--- src/ommc_pkg.sv ---
package ommc_pkg;

  // Control port address on the processor I/O space.
  localparam logic [7:0] CTRL_PORT_ADDR = 8'h16;

  // Control port field positions.
  localparam int BANK_EN_LSB = 0;
  localparam int BANK_EN_W = 4;
  localparam int ROM_OFF_BIT = 5;
  localparam int MEM_EN_BIT = 6;

  // Values software writes to switch the boot ROM.
  localparam logic [7:0] CTRL_ROM_ON = 8'h4F;
  localparam logic [7:0] CTRL_ROM_OFF = 8'h6F;

  // Values after reset.
  localparam logic [3:0] BANK_EN_RST = 4'hF;
  localparam logic MEM_EN_RST = 1'b1;
  localparam logic ROM_EN_RST = 1'b1;
  localparam logic POJ_RST = 1'b1;

  // Address map.
  localparam logic [15:0] ROM_WIN_BASE = 16'hF000;
  localparam logic [15:0] ROM_WIN_LAST = 16'hFFFF;
  localparam logic [15:0] ROM_DECODE_BASE = 16'hF800;
  localparam int ROM_ADDR_W = 12;
  localparam int ROM_2K_ADDR_W = 11;

  // Dynamic RAM geometry: low address bits form the row.
  localparam int ROW_W = 7;
  localparam int COL_W = 9;
  localparam logic [ROW_W-1:0] ROW_RST = 7'h00;
  localparam int REFRESH_ROWS = 128;

  // One processor-side bus sample per clock.
  typedef struct packed {
    logic mem_cycle;
    logic write;
    logic io_write;
    logic [15:0] addr;
    logic [7:0] data;
    logic opcode_fetch_cycle;
    logic wait_state;
    logic phantom;
    logic dma_active;
  } ommc_bus_s;

  // Decoded memory strobes toward the RAM and ROM.
  typedef struct packed {
    logic ram_select;
    logic ram_write;
    logic [ROW_W-1:0] ram_row;
    logic [COL_W-1:0] ram_col;
    logic rom_select;
    logic [ROM_ADDR_W-1:0] rom_addr;
  } ommc_mem_s;

  // Refresh row counter state.
  typedef struct packed {
    logic rst_phase;
    logic strobe;
    logic [ROW_W-1:0] row;
  } ommc_ref_s;

endpackage : ommc_pkg

--- src/ommc_refresh.sv ---
`timescale 1ns/100ps

// Refresh row generator. It keeps counting while reset is held so the
// array is not starved during a long reset.
module ommc_refresh (
  input wire logic clk,
  input wire logic nrst,
  input wire logic refresh_req,
  output logic refresh_strobe,
  output logic [ommc_pkg::ROW_W-1:0] refresh_row
);

  ommc_pkg::ommc_ref_s st;
  ommc_pkg::ommc_ref_s next_st;

  // In reset the first cycle clears the row, later reset cycles advance it.
  always_comb begin
    next_st = st;
    next_st.strobe = 1'b0;
    if (!nrst) begin
      next_st.strobe = 1'b1;
      if (st.rst_phase) begin
        next_st.row = ommc_pkg::ROW_W'(st.row + 1'b1);
      end else begin
        next_st.row = ommc_pkg::ROW_RST;
        next_st.rst_phase = 1'b1;
      end
    end else begin
      next_st.rst_phase = 1'b0;
      if (refresh_req) begin
        next_st.strobe = 1'b1;
        next_st.row = ommc_pkg::ROW_W'(st.row + 1'b1);
      end
    end
  end

  // State register.
  always_ff @(posedge clk) begin
    st <= next_st;
  end

  assign refresh_strobe = st.strobe;
  assign refresh_row = st.row;

endmodule : ommc_refresh

--- src/ommc_ctrl.sv ---
`timescale 1ns/100ps

// Notes on behaviour
// - Four 16K RAM banks enable independently.
// - Disabled bank leaves its range to bus.
// - Refresh on opcode fetch, wait, reset.
// - External DMA masters reach onboard RAM.
// - Low address bits form RAM row.
// - Reset switches monitor ROM on.
// - Enabled ROM occupies F000h to FFFFh.
// - Disabled ROM decodes nothing; RAM visible.
// - ROM may switch any time.
// - Writing 4Fh to port 16h: ROM on.
// - Writing 6Fh to port: ROM off.
// - Both writes cancel jump, enable memory.
// - ROM decode base fixed at F000h.
// - 2K ROM part appears twice mirrored.
// - Strap selects 2K or 4K ROM.
// - Onboard RAM yields to PHANTOM.
module ommc_ctrl (
  input wire logic clk,
  input wire logic nrst,
  input wire ommc_pkg::ommc_bus_s bus,
  input wire logic rom_is_4k,
  output ommc_pkg::ommc_mem_s mem,
  output logic [3:0] bank_enable,
  output logic mem_enable,
  output logic rom_enable,
  output logic power_on_jump,
  output logic refresh_strobe,
  output logic [ommc_pkg::ROW_W-1:0] refresh_row
);

  // Control and decode state in one record, so hold is a single assignment and reset one assignment per field.
  typedef struct packed {
    logic [3:0] bank_en;
    logic mem_en;
    logic rom_en;
    logic poj;
    ommc_pkg::ommc_mem_s mem;
  } ommc_state_s;

  ommc_state_s st;
  ommc_state_s next_st;
  logic ctrl_wr;
  logic rom_hit;
  logic refresh_req;

  // True when the address falls in the ROM window.
  function automatic logic in_rom_window(input logic [15:0] a);
    in_rom_window = (a >= ommc_pkg::ROM_WIN_BASE) && (a <= ommc_pkg::ROM_WIN_LAST);
  endfunction : in_rom_window

  // Selects the bank enable bit for an address.
  function automatic logic bank_on(input logic [3:0] en, input logic [15:0] a);
    bank_on = en[a[15:14]];
  endfunction : bank_on

  // ROM chip address; a 2K part ignores A11, so it is seen twice.
  function automatic logic [ommc_pkg::ROM_ADDR_W-1:0] rom_index(input logic big, input logic [15:0] a);
    if (big) begin
      rom_index = a[ommc_pkg::ROM_ADDR_W-1:0];
    end else begin
      rom_index = {1'b0, a[ommc_pkg::ROM_2K_ADDR_W-1:0]};
    end
  endfunction : rom_index

  // Control port write and ROM decode; DMA masters never see the ROM.
  assign ctrl_wr = bus.io_write && (bus.addr[7:0] == ommc_pkg::CTRL_PORT_ADDR);
  assign rom_hit = st.rom_en && !bus.dma_active && in_rom_window(bus.addr);
  assign refresh_req = bus.opcode_fetch_cycle || bus.wait_state;

  // Next state: control port and per-cycle decode, registered so every
  // output leaves a flip-flop. The decode is one clock behind the bus.
  always_comb begin
    next_st = st;
    next_st.mem.ram_select = 1'b0;
    next_st.mem.ram_write = 1'b0;
    next_st.mem.rom_select = 1'b0;
    if (ctrl_wr) begin
      next_st.bank_en = bus.data[ommc_pkg::BANK_EN_LSB +: ommc_pkg::BANK_EN_W];
      next_st.mem_en = bus.data[ommc_pkg::MEM_EN_BIT];
      next_st.rom_en = !bus.data[ommc_pkg::ROM_OFF_BIT];
      next_st.poj = 1'b0;
    end
    if (bus.mem_cycle) begin
      next_st.mem.ram_row = bus.addr[ommc_pkg::ROW_W-1:0];
      next_st.mem.ram_col = bus.addr[15:ommc_pkg::ROW_W];
      if (rom_hit) begin
        next_st.mem.rom_select = !bus.write;
        next_st.mem.rom_addr = rom_index(rom_is_4k, bus.addr);
      end else if (st.mem_en && bank_on(st.bank_en, bus.addr) && !bus.phantom) begin
        next_st.mem.ram_select = 1'b1;
        next_st.mem.ram_write = bus.write;
      end
    end
    if (!nrst) begin
      next_st.bank_en = ommc_pkg::BANK_EN_RST;
      next_st.mem_en = ommc_pkg::MEM_EN_RST;
      next_st.rom_en = ommc_pkg::ROM_EN_RST;
      next_st.poj = ommc_pkg::POJ_RST;
      next_st.mem = '0;
    end
  end

  // State register, synchronous reset folded into the next-state logic.
  always_ff @(posedge clk) begin
    st <= next_st;
  end

  // Refresh rows run from their own counter.
  ommc_refresh u_refresh (
    .clk(clk),
    .nrst(nrst),
    .refresh_req(refresh_req),
    .refresh_strobe(refresh_strobe),
    .refresh_row(refresh_row)
  );

  // Outputs are state fields.
  assign mem = st.mem;
  assign bank_enable = st.bank_en;
  assign mem_enable = st.mem_en;
  assign rom_enable = st.rom_en;
  assign power_on_jump = st.poj;

  // Checks on the decode and control port.
  property p_reset_rom_on;
    @(posedge clk) !nrst |=> rom_enable && power_on_jump && (bank_enable == 4'hF);
  endproperty
  a_reset_rom_on: assert property (p_reset_rom_on) else $error("ROM or banks not on after reset");

  property p_rom_on_write;
    @(posedge clk) disable iff (!nrst)
      (ctrl_wr && bus.data == ommc_pkg::CTRL_ROM_ON) |=> rom_enable && !power_on_jump && mem_enable;
  endproperty
  a_rom_on_write: assert property (p_rom_on_write) else $error("ROM on write not honoured");

  property p_rom_off_write;
    @(posedge clk) disable iff (!nrst)
      (ctrl_wr && bus.data == ommc_pkg::CTRL_ROM_OFF) |=> !rom_enable && !power_on_jump && mem_enable;
  endproperty
  a_rom_off_write: assert property (p_rom_off_write) else $error("ROM off write not honoured");

  property p_bank_off;
    @(posedge clk) disable iff (!nrst)
      (bus.mem_cycle && !rom_hit && !bank_on(bank_enable, bus.addr)) |=> !mem.ram_select;
  endproperty
  a_bank_off: assert property (p_bank_off) else $error("Disabled bank answered");

  property p_bank_on;
    @(posedge clk) disable iff (!nrst)
      (bus.mem_cycle && !rom_hit && mem_enable && bank_on(bank_enable, bus.addr) && !bus.phantom)
      |=> mem.ram_select && (mem.ram_write == $past(bus.write));
  endproperty
  a_bank_on: assert property (p_bank_on) else $error("Enabled bank did not answer");

  property p_phantom;
    @(posedge clk) disable iff (!nrst) (bus.mem_cycle && bus.phantom) |=> !mem.ram_select;
  endproperty
  a_phantom: assert property (p_phantom) else $error("RAM ignored PHANTOM");

  property p_rom_window;
    @(posedge clk) disable iff (!nrst)
      (bus.mem_cycle && !bus.write && rom_enable && !bus.dma_active && bus.addr >= ommc_pkg::ROM_WIN_BASE)
      |=> mem.rom_select && !mem.ram_select;
  endproperty
  a_rom_window: assert property (p_rom_window) else $error("ROM window not decoded");

  property p_rom_off_ram;
    @(posedge clk) disable iff (!nrst)
      (bus.mem_cycle && !rom_enable) |=> !mem.rom_select;
  endproperty
  a_rom_off_ram: assert property (p_rom_off_ram) else $error("Disabled ROM decoded");

  property p_mirror;
    @(posedge clk) disable iff (!nrst)
      (bus.mem_cycle && rom_hit && !bus.write && !rom_is_4k) |=> !mem.rom_addr[11] &&
        (mem.rom_addr[10:0] == $past(bus.addr[10:0]));
  endproperty
  a_mirror: assert property (p_mirror) else $error("2K ROM not mirrored");

  property p_row_low;
    @(posedge clk) disable iff (!nrst)
      bus.mem_cycle |=> (mem.ram_row == $past(bus.addr[6:0])) && (mem.ram_col == $past(bus.addr[15:7]));
  endproperty
  a_row_low: assert property (p_row_low) else $error("Row not from low address");

  property p_refresh;
    @(posedge clk) (!nrst || bus.opcode_fetch_cycle || bus.wait_state) |=> refresh_strobe;
  endproperty
  a_refresh: assert property (p_refresh) else $error("Refresh missed");

  property p_dma_ram;
    @(posedge clk) disable iff (!nrst)
      (bus.mem_cycle && bus.dma_active && mem_enable && bank_on(bank_enable, bus.addr) && !bus.phantom)
      |=> mem.ram_select;
  endproperty
  a_dma_ram: assert property (p_dma_ram) else $error("DMA refused onboard RAM");

  // Control state moves only on a control port write; between writes it must
  // hold, since software never reads it back.
  property p_ctrl_hold;
    @(posedge clk) disable iff (!nrst)
      !ctrl_wr |=> $stable({bank_enable, mem_enable, rom_enable, power_on_jump});
  endproperty
  a_ctrl_hold: assert property (p_ctrl_hold) else $error("Control state moved without a write");

  // Only reset may raise the jump flag again; a stray set would restart the boot.
  property p_poj_low;
    @(posedge clk) disable iff (!nrst) !power_on_jump |=> !power_on_jump;
  endproperty
  a_poj_low: assert property (p_poj_low) else $error("Power-on jump came back");

  // Field map of the control byte, checked against the byte of the previous edge.
  property p_ctrl_fields;
    @(posedge clk) disable iff (!nrst)
      ctrl_wr |=> (bank_enable == $past(bus.data[ommc_pkg::BANK_EN_LSB +: ommc_pkg::BANK_EN_W]))
        && (mem_enable == $past(bus.data[ommc_pkg::MEM_EN_BIT]))
        && (rom_enable == !$past(bus.data[ommc_pkg::ROM_OFF_BIT]));
  endproperty
  a_ctrl_fields: assert property (p_ctrl_fields) else $error("Control port fields misplaced");

  // Refresh row moves by one per request and wraps after the last row.
  property p_row_step;
    @(posedge clk) disable iff (!nrst)
      (bus.opcode_fetch_cycle || bus.wait_state) |=> refresh_row == ommc_pkg::ROW_W'($past(refresh_row) + 1'b1);
  endproperty
  a_row_step: assert property (p_row_step) else $error("Refresh row did not step");

  // A stray refresh strobe would steal a memory cycle for nothing.
  property p_refresh_quiet;
    @(posedge clk) disable iff (!nrst)
      !(bus.opcode_fetch_cycle || bus.wait_state) |=> !refresh_strobe;
  endproperty
  a_refresh_quiet: assert property (p_refresh_quiet) else $error("Refresh strobe without a request");

  // Never both selects: the ROM and the RAM share the data bus.
  property p_one_select;
    @(posedge clk) disable iff (!nrst) !(mem.ram_select && mem.rom_select);
  endproperty
  a_one_select: assert property (p_one_select) else $error("RAM and ROM selected together");

  property p_write_sel;
    @(posedge clk) disable iff (!nrst) mem.ram_write |-> mem.ram_select;
  endproperty
  a_write_sel: assert property (p_write_sel) else $error("RAM write strobe without select");

  // Selects last one cycle; a standing select would stretch a RAM cycle.
  property p_idle_drop;
    @(posedge clk) disable iff (!nrst) !bus.mem_cycle |=> !mem.ram_select && !mem.rom_select;
  endproperty
  a_idle_drop: assert property (p_idle_drop) else $error("Select held without a memory cycle");

  property p_rom_no_write;
    @(posedge clk) disable iff (!nrst) (bus.mem_cycle && bus.write) |=> !mem.rom_select;
  endproperty
  a_rom_no_write: assert property (p_rom_no_write) else $error("Write selected the ROM");

  // The ROM is the processor's alone; DMA masters see RAM under the window.
  property p_dma_no_rom;
    @(posedge clk) disable iff (!nrst) (bus.mem_cycle && bus.dma_active) |=> !mem.rom_select;
  endproperty
  a_dma_no_rom: assert property (p_dma_no_rom) else $error("DMA cycle selected the ROM");

  // Clearing the memory enable bit hides the whole array.
  property p_mem_off;
    @(posedge clk) disable iff (!nrst) (bus.mem_cycle && !mem_enable) |=> !mem.ram_select;
  endproperty
  a_mem_off: assert property (p_mem_off) else $error("Disabled memory answered");

  // A 4K part uses all twelve address lines, so nothing is mirrored.
  property p_rom_4k;
    @(posedge clk) disable iff (!nrst)
      (bus.mem_cycle && rom_hit && !bus.write && rom_is_4k) |=> mem.rom_addr == $past(bus.addr[11:0]);
  endproperty
  a_rom_4k: assert property (p_rom_4k) else $error("4K ROM address wrong");

  // Reset must not leave a select standing, or the array could be written.
  property p_reset_clear;
    @(posedge clk) !nrst |=> !mem.ram_select && !mem.rom_select && !mem.ram_write;
  endproperty
  a_reset_clear: assert property (p_reset_clear) else $error("Strobes left on in reset");

  // Row and column hold between cycles, so the array sees a steady address.
  property p_row_hold;
    @(posedge clk) disable iff (!nrst)
      !bus.mem_cycle |=> $stable(mem.ram_row) && $stable(mem.ram_col) && $stable(mem.rom_addr);
  endproperty
  a_row_hold: assert property (p_row_hold) else $error("Memory address moved while idle");

  // Main scenarios.
  c_rom_off: cover property (@(posedge clk) disable iff (!nrst) ctrl_wr ##1 !rom_enable);
  c_rom_read: cover property (@(posedge clk) disable iff (!nrst) mem.rom_select);
  c_dma_write: cover property (@(posedge clk) disable iff (!nrst) bus.dma_active && bus.mem_cycle ##1 mem.ram_write);
  c_bank_off: cover property (@(posedge clk) disable iff (!nrst) bank_enable != 4'hF);
  c_row_wrap: cover property (@(posedge clk) disable iff (!nrst) refresh_strobe && refresh_row == '0);

endmodule : ommc_ctrl

--- config.mk ---
export PLATFORM = sky130hd
export DESIGN_NAME = ommc_ctrl
export DESIGN_NICKNAME = d
export VERILOG_FILES = /design/src/ommc_pkg.sv /design/src/ommc_refresh.sv /design/src/ommc_ctrl.sv
export SDC_FILE = /design/constraint.sdc
export NUM_CORES = 1
export LEC_CHECK = 0
export ABC_AREA = 1
export BUFFER_PORTS_ARGS = -buffer_cell sky130_fd_sc_hd__buf_4
export CAP_MARGIN = 25
export CORE_MARGIN = 4
export CORE_UTILIZATION = 43
export CTS_CLUSTER_DIAMETER = 100
export DETAILED_ROUTE_END_ITERATION = 10
export PLACE_DENSITY = 0.75
export SYNTH_ARGS = -nofsm -noshare
export SYNTH_HDL_FRONTEND = slang
export SYNTH_SLANG_ARGS = --single-unit
--- constraint.sdc ---
create_clock -name clk -period 1.33 [get_ports clk]
set_clock_uncertainty 0.2 [all_clocks]
set_input_delay 0 -clock clk [delete_from_list [all_inputs] [get_ports clk]]
set_output_delay 0 -clock clk [all_outputs]
set_load 0.05 [all_outputs]
# Word level (Yosys, flattened, before mapping)
# Index checks and enable logic that the tools add are counted.
[totals]
ff_bits = 47
input_bits = 34
wordCells = 44
[classes]
n_addsub = 1
order_cmp = 3
n_eq_ne = 2
mux = 7
n_bitwise = 3
reduce_logical = 15
[ops]
columns = ["cell", "n"]
rows = [
  ["$ge A16 B16 Y1 const B", 1],
  ["$le A16 B16 Y1 const B", 1],
  ["$mux W12", 1],
  ["$mux W9", 1],
  ["$eq A8 B5 Y1 const B", 1],
  ["$mux W8", 1],
  ["$add A7 B1 Y7 const B", 1],
  ["$mux W7", 1],
  ["$logic_and A1 B1 Y1", 6],
  ["$logic_not A1 Y1", 4],
  ["$reduce_or A4 Y1", 1],
  ["$lt A2 B3 Y1 const B", 1],
  ["$not A1 Y1", 3],
  ["$reduce_and A3 Y1", 1],
  ["$reduce_or A3 Y1", 1],
  ["$bmux W1 S2", 1],
  ["$mux W2", 1],
  ["$ne A2 B1 Y1 const B", 1],
  ["$reduce_and A2 Y1", 1],
  ["$logic_or A1 B1 Y1", 1],
  ["$mux W1", 1],
]

# Depth between registers and ports, before layout
# Gate-level depths: netlist of the first run.
[depth]
depth_word = 6
depth_mapped = 7

# Modules after synthesis
# From an unflattened synthesis of the first run, not the netlist that was laid out.
[hier_totals]
hier_cells = 256
area_unflattened_um2 = 2059.5
[modules_own_cells]
columns = ["mod", "instances", "cells_each", "area_per_inst_um2", "seq_area_each_um2"]
rows = [
  ["ommc_ctrl", 1, 200, 1562.7, 760.7],
  ["ommc_refresh", 1, 56, 496.7, 250.2],
]

# Worst setup path after synthesis of the first run
# Ideal clock, no wire load.
[synth_path]
path_kind = "register to register"
from = "register st, in the netlist rom_enable"
to = "register st, in the netlist mem[10]"
arrival_ns = 1.320
setup_slack_ns = -0.303
stages_incl_launch_ff = 7
period_less_slack_ns = 1.633
path_cell_list = "dfxtp_1 inv_1 nor2_1 nand2_1 buf_2 o21ai_1 nor2_1"
[synth_via]
elab_chain_len = 3
[synth_lines]
columns = ["element", "line", "source"]
rows = [
  ["start, declared", "ommc_ctrl.sv:43", "ommc_state_s st;"],
  ["start signal, assigned", "ommc_ctrl.sv:108", "st <= next_st;"],
  ["$logic_and A1 B1 Y1 (2 in a row)", "ommc_ctrl.sv:70", "assign rom_hit = st.rom_en && !bus.dma_active && in_rom_window(bus.addr);"],
  ["$reduce_and A2 Y1 (no line)", "n/a", ""],
]
# Every way passes these cells.
# A chain may end at the register's enable or synchronous reset.

==> run_results.csv, run 1 <==
group,metric,value,unit
floorplan,die_height,76.47,µm
placed_design,place_worst_setup_slack,-95.29,ps
grt,grt_antenna_before_repair,0,
cells_and_area,antenna-diode-count,0,
yosys,seq_cells_post_synth,47,
cells_and_area,final_core_utilization,71.57,%
timing,layout_worst_path_cycle_share,106.1,%
clock_tree,cts_tree,"yes",
cells_and_area,design.final.nets,397,
placed_design,detailed_place.area,0.002659,mm²
worst_setup_path,worst_setup_path_start_kind,"flop",
cells_and_area,post_route_cells_drive_above_1_share,35.81,%
worst_setup_path,critPathRequiredTime,1190,ps
yosys,synth.yosys.seq_area_share,50.16,%
pwr,vdd.ir_drop.worst,0.5697,mV
yosys,synth.top_cell.area_share,39.73,%
worst_hold_path,min_path_type,"input port to flop",
route,drt_pass1_iterations,4,
clock_tree,clk_transition_reported_paths,80,ps
worst_setup_path,cpPeakStageDelay,380,ps
floorplan,die_area,0.005847,mm²
route,route.detailed.drc,0,
clock_tree,clkSinkCount,47,
timing,fin_worst_hold_slack,-113.3,ps
clock_tree,clk-insertion-delay-late,300,ps
yosys,synth_area,0.002016,mm²
yosys,postSynthCellCount,249,
yosys,post_synthesis_area_per_instance,8.095,µm²
route,drt_wl_total,5617,µm
clock_tree,cts.root.buffer_cell,"sky130_fd_sc_hd__clkbuf_8",
run_status,failed_checks,"negative hold slack, negative setup slack",
yosys,synth_cell_type_count,26,
timing,highest_clock_frequency_the_design_can_meet,708.3,MHz
run_status,status,"finished with violations",
worst_setup_path,end_kind,"flop",
route,drt_iter0_drc,94,
clock_tree,htree_depth,2,
yosys,synth_largest_area_cell,"sky130_fd_sc_hd__dfxtp_1",
clock_tree,cts_made_buffers,5,
route,routed-via-count,1988,
timing,final_hold_fails,20,
timing,setup_viol,3,
route,routedWlPerCell,13.53,µm
timing,unrepaired_setup_endpoints_after_global_routing,"true",
placed_design,numPortBuffers,77,
pwr,power.leakage,1.616,nW
yosys,synthesis.nets,284,
worst_setup_path,crit_slowest_cell,"sky130_fd_sc_hd__edfxtp_1",
yosys,synth.cells.most_frequent,"45 x sky130_fd_sc_hd__nand2_1, 40 x sky130_fd_sc_hd__dfxtp_1, 36 x sky130_fd_sc_hd__inv_1",
worst_setup_path,critPathArrivalTime,1270,ps
grt,grt_start_max_net_pins,19,
cells_and_area,areaGrowthSynthToFinish,57.79,%
route,vias_per_cell,4.790,
worst_setup_path,cpLargestDelayFamily,"flip-flops",
timing,max_slew.worst_pin.slew,295.9,ps
cells_and_area,final_cell_area,0.003181,mm²
job,max_cap_viol_count,0,
timing,setup_ws_post_layout,-81.79,ps
worst_setup_path,setup.worst_path.class,"flop to flop",
yosys,synthArstFlopShare,0,%
placed_design,place_hpwl,3680,µm
route,drt.antenna.violating_nets,0,
pwr,cellPowerDensity,1066,mW/mm²
yosys,yosys.cell_count.top_type,"sky130_fd_sc_hd__nand2_1",
pwr,fin_total_pwr,3.391,mW
yosys,yosys-top-cells-area,"sky130_fd_sc_hd__dfxtp_1 40%, sky130_fd_sc_hd__edfxtp_1 10%, sky130_fd_sc_hd__nand2_1 8.4%, sky130_fd_sc_hd__inv_1 6.7%, sky130_fd_sc_hd__nor2_1 6.3%",
floorplan,core_area,0.004444,mm²
timing,slew_violations,0,
timing,layout_min_cycle_time,1412,ps
placed_design,gp_congestion,0.8130,
floorplan,floorplan.rows,24,
timing,timing.slew.headroom,80.23,%
floorplan,io_pins,80,
floorplan,floorplan.initialDensity,45.35,%
worst_setup_path,cp.buffers_inverters,0,
worst_setup_path,timing.critical_path.cells,"ha_2, nand3_2, nor2_4, nand3_1, nand2_1, nor2_1",
floorplan,floorplan.die.width,76.47,µm
grt,grt_use_total,18.49,%
grt,grt_overflow,0,
yosys,synth-edff-count,7,
worst_setup_path,crit_path_max_fanout,3,
yosys,synth_ff_type,"sky130_fd_sc_hd__dfxtp_1",
clock_tree,clock_path_buffers,2,
grt,first_global_vias,2001,
yosys,yosysWarnings,0,
grt,global_route_wire_length_before_repair,8832,µm
==> path summary, 6_finish.rpt <==
path	start	end	slack [ps]	depth (start not counted)
setup / recovery	u_refresh.refresh_row[1]$_DFFE_PP_	u_refresh.refresh_row[6]$_DFFE_PP_	-80	6
hold / removal	bus[30]	mem[12]$_SDFF_PN0_	-110	3
setup reg to reg	u_refresh.refresh_row[1]$_DFFE_PP_	u_refresh.refresh_row[6]$_DFFE_PP_	-80	6
hold reg to reg	power_on_jump$_SDFFE_PN1P_	power_on_jump$_SDFFE_PN1P_	260	2
==> worst min-delay path: stages <==
cell                      delay (ps)
sky130_fd_sc_hd__buf_4           190
sky130_fd_sc_hd__nand2_1         120
sky130_fd_sc_hd__nor3_2           50
==> registers in the layout, indices dropped and copies added, names as in the netlist <==
signal / count
mem: 31
u_refresh.refresh_strobe: 1
mem_enable: 1
u_refresh.st: 1
rom_enable: 1
u_refresh.refresh_row: 7
power_on_jump: 1
bank_enable: 4
==> report_power, final <==
part	internal [mW]	switching [mW]	total, mW
Sequential	1.54	0.0636	1.60
Clock	0.370	0.471	0.841
Combinational	0.388	0.560	0.948
Total	2.30	1.10	3.39
==> final cells by class <==
| cell class | instances | area, µm² |
|---|---|---|
| clock buffers | 7 | 76.32 |
| inverters | 38 | 142.6 |
| clock inverters | 1 | 5.005 |
| flip-flops and latches | 47 | 1015 |
| well taps | 52 | 65.06 |
| repair buffers | 121 | 1006 |
| multi-input cells | 149 | 870.8 |
| fillers | 340 | 1264 |
==> layout by cell type (no fill, tap or decap), drive strengths merged <==
master and n:
a21oi 4, or2 7, nor3 2, dfxtp 40, clkinv 1, dlygate4sd3 27, dlymetal6s4s 3, inv 38
edfxtp 7, o211a 11, nor2 37, xnor2 1, clkbuf 7, ha 1, nand2 47, o21ai 17
nand4 7, nand3 15, buf 91
==> kinds of logic (layout without fill, tap and decap cells) <==
kind of cell,after synthesis,in the layout,share of synthesized area (%)
xor gates and xnor gates,1,1,0.4346
and+or+nand+nor,113,115,25.26
DFF,47,47,50.16
AOI/OAI and AO/OA,32,32,10.68
adders and majority gates,1,1,0.6206
buffers and inverters,55,167,12.85
==> metal layers <==
layer	global-route usage [%]	vias to the layer above	share of wire, %
met3	4.374	11	5.5
met4	7.971	0	1.9
met2	32.95	59	51
met5	0	-	0
li1	-	1014	-
met1	20.92	904	41
==> timing repair <==
action                     4_1_cts  5_1_grt
pin swaps                        0       14
hold buffers                    28        3
gates resized for setup          5       28
hold endpoints to repair        47       13
buffers inserted                 2        2
cloned                           0        2
setup endpoints to repair       11       28
==> through the flow <==
step / hold WS [ps] / setup TNS (ps) / std cells
after floorplan: -130.3 / -45.21 / 249
after global placement: -26.37 / -60.40 / 374
after detailed placement: -29.74 / -203.4 / 374
after CTS: -128.6 / -130.7 / 412
after global routing: -92.04 / -421.7 / 415
final: -113.3 / -134.1 / 415
No activity file was read; power rests on OpenSTA's default activity.
==> inputs of run 2 (changes only) <==
- CORE_UTILIZATION: 43 -> 40
- PLACE_DENSITY: 0.75 -> 0.71
==> run 2 against run 1 <==
Compared with the run above: sequential cell count unchanged; via count increased by 0.55%; die area increased by 6.7%; first-iteration DRC count decreased by 11%; total power increased by 1.2%; the run ends with negative setup slack left; critical path type unchanged; global-route usage decreased by 0.31 points; utilization decreased by 4.4 points; critical path depth decreased by 1; non-clock buffer count unchanged.
==> run_results.csv, run 2 (synthesis gave the netlist of run 1 again) <==
group,metric,value,unit
timing,highest_clock_frequency_the_design_can_meet,714.0,MHz
clock_tree,htree_depth,2,
worst_hold_path,hold_depth,4,
timing,max_slew.worst_pin.slew,242.3,ps
grt,grt_antenna_before_repair,0,
timing,slew_violations,0,
grt,grt_overflow,0,
cells_and_area,largest_register_ffs,31,
placed_design,place_hpwl,3641,µm
floorplan,die_height,78.99,µm
pwr,power.leakage,1.621,nW
clock_tree,clock_path_buffers,2,
timing,final_hold_fails,0,
placed_design,detailed_place.area,0.002648,mm²
clock_tree,cts_made_buffers,5,
floorplan,floorplan.rows,25,
job,max_cap_viol_count,0,
cells_and_area,filler_cell_count,414,
timing,setup-tns-final,-164.3,ps
run_status,failed_checks,"negative setup slack",
worst_setup_path,setup.worst_path.class,"flop to flop",
placed_design,gp_congestion,0.8307,
placed_design,place_worst_setup_slack,-92.98,ps
pwr,vdd.ir_drop.worst,0.5110,mV
timing,timing.slew.headroom,83.78,%
timing,layout_worst_path_cycle_share,105.3,%
cells_and_area,antenna-diode-count,0,
route,route.detailed.drc,0,
cells_and_area,multi_input_area,872.1,µm²
route,drt_pass1_iterations,4,
clock_tree,clkSinkCount,47,
clock_tree,cts.root.buffer_cell,"sky130_fd_sc_hd__clkbuf_8",
route,routedWlPerCell,13.28,µm
cells_and_area,post_route_cells_drive_above_1_share,37.47,%
cells_and_area,final_cell_area,0.003234,mm²
timing,setup_ws_post_layout,-70.50,ps
floorplan,floorplan.initialDensity,41.84,%
run_status,status,"finished with violations",
timing,layout_min_cycle_time,1400,ps
route,drt.antenna.violating_nets,0,
worst_setup_path,critPathArrivalTime,1270,ps
cells_and_area,final-instance-count-excl-fill,430,
cells_and_area,design.final.nets,397,
route,drt_wl_total,5712,µm
cells_and_area,seq_area,0.001015,mm²
grt,first_global_vias,1983,
cells_and_area,layout_commonest_cell,"sky130_fd_sc_hd__buf_4",
worst_setup_path,crit_path_max_fanout,4,
worst_setup_path,worst_r2r_path_depth,5,
clock_tree,cts_tree,"yes",
worst_hold_path,min_path_type,"input port to flop",
route,vias_per_cell,4.649,
placed_design,place.detailed.instances,385,
pwr,cellPowerDensity,1061,mW/mm²
timing,setup_viol,3,
floorplan,die_area,0.006239,mm²
clock_tree,clk-insertion-delay-late,300,ps
grt,grt_start_max_net_pins,31,
worst_setup_path,critPathRequiredTime,1200,ps
clock_tree,clk_transition_reported_paths,90,ps
placed_design,numPortBuffers,77,
timing,unrepaired_setup_endpoints_after_global_routing,"true",
cells_and_area,areaGrowthSynthToFinish,60.46,%
grt,global_route_wire_length_before_repair,9039,µm
route,routed-via-count,1999,
timing,fin_worst_hold_slack,25.89,ps
floorplan,floorplan.die.width,78.99,µm
grt,grt_use_total,18.18,%
worst_setup_path,worst_setup_path_start_kind,"flop",
route,drt_iter0_drc,84,
cells_and_area,layout.cells.most_common_list,"81 x sky130_fd_sc_hd__buf_4, 39 x sky130_fd_sc_hd__dfxtp_1, 34 x sky130_fd_sc_hd__nand2_1",
floorplan,io_pins,80,
worst_setup_path,end_kind,"flop",
floorplan,core_area,0.004817,mm²
## run 2: changes by cell type in the layout (fill, tap and decap cells not counted), sizes merged
| cell | change |
|---|---|
| buf | -1 |
| dlygate4sd3 | +1 |
## run 2: worst paths after layout
kind / from / end / slack, ps
setup / recovery: u_refresh.refresh_row[2]$_DFFE_PP_ / u_refresh.refresh_row[5]$_DFFE_PP_ / -70
hold / removal: bus[26] / mem[20]$_SDFFE_PN0P_ / 30
setup reg to reg: u_refresh.refresh_row[2]$_DFFE_PP_ / u_refresh.refresh_row[5]$_DFFE_PP_ / -70
hold reg to reg: power_on_jump$_SDFFE_PN1P_ / power_on_jump$_SDFFE_PN1P_ / 260
## run 2: final cells by class
class                           instances  share of cell area [%]
Clock inverter                          1                  0.1547
Sequential cell                        47                   31.37
Clock buffer                            7                   2.669
Inverter                               38                   4.487
Tap cell                               67                   2.592
Multi-Input combinational cell        149                   26.96
Timing Repair Buffer                  121                   31.76
## run 2: worst max-delay path, stage by stage (launching register included)
cell and delay [ps]:
sky130_fd_sc_hd__edfxtp_1 470, sky130_fd_sc_hd__nand3_1 160, sky130_fd_sc_hd__nor2_2 160, sky130_fd_sc_hd__nand3_1 80
sky130_fd_sc_hd__nand2_1 60, sky130_fd_sc_hd__nor2_1 30
## run 2: repair_timing
action | CTS | global route
buffers inserted | 1 | 5
pin swaps | 1 | 21
endpoints found under the hold margin | 47 | 2
endpoints found under the setup margin | 14 | 26
gates cloned | 0 | 2
resized for setup | 6 | 37
hold buffers | 29 | 2
## run 2: routing by layer
metal	global-route usage [%]	share of wire, %	vias up
met5	0	0	-
met3	5.669	5.9	10
li1	-	-	1008
met4	6.186	1.8	0
met2	32.32	50	59
met1	20.47	42	922
## run 2: power breakdown
part / switching, mW / total [mW] / internal [mW]
registers: 0.0702 / 1.61 / 1.54
logic: 0.557 / 0.931 / 0.374
clock network: 0.472 / 0.892 / 0.420
## run 2: metrics by stage
step	utilization (%)	power, mW
2_1_floorplan	-	2.190
3_3_place_gp	54.96	2.410
3_5_place_dp	54.96	2.428
4_1_cts	63.66	3.384
5_1_grt	67.14	3.574
6_report	67.14	3.431
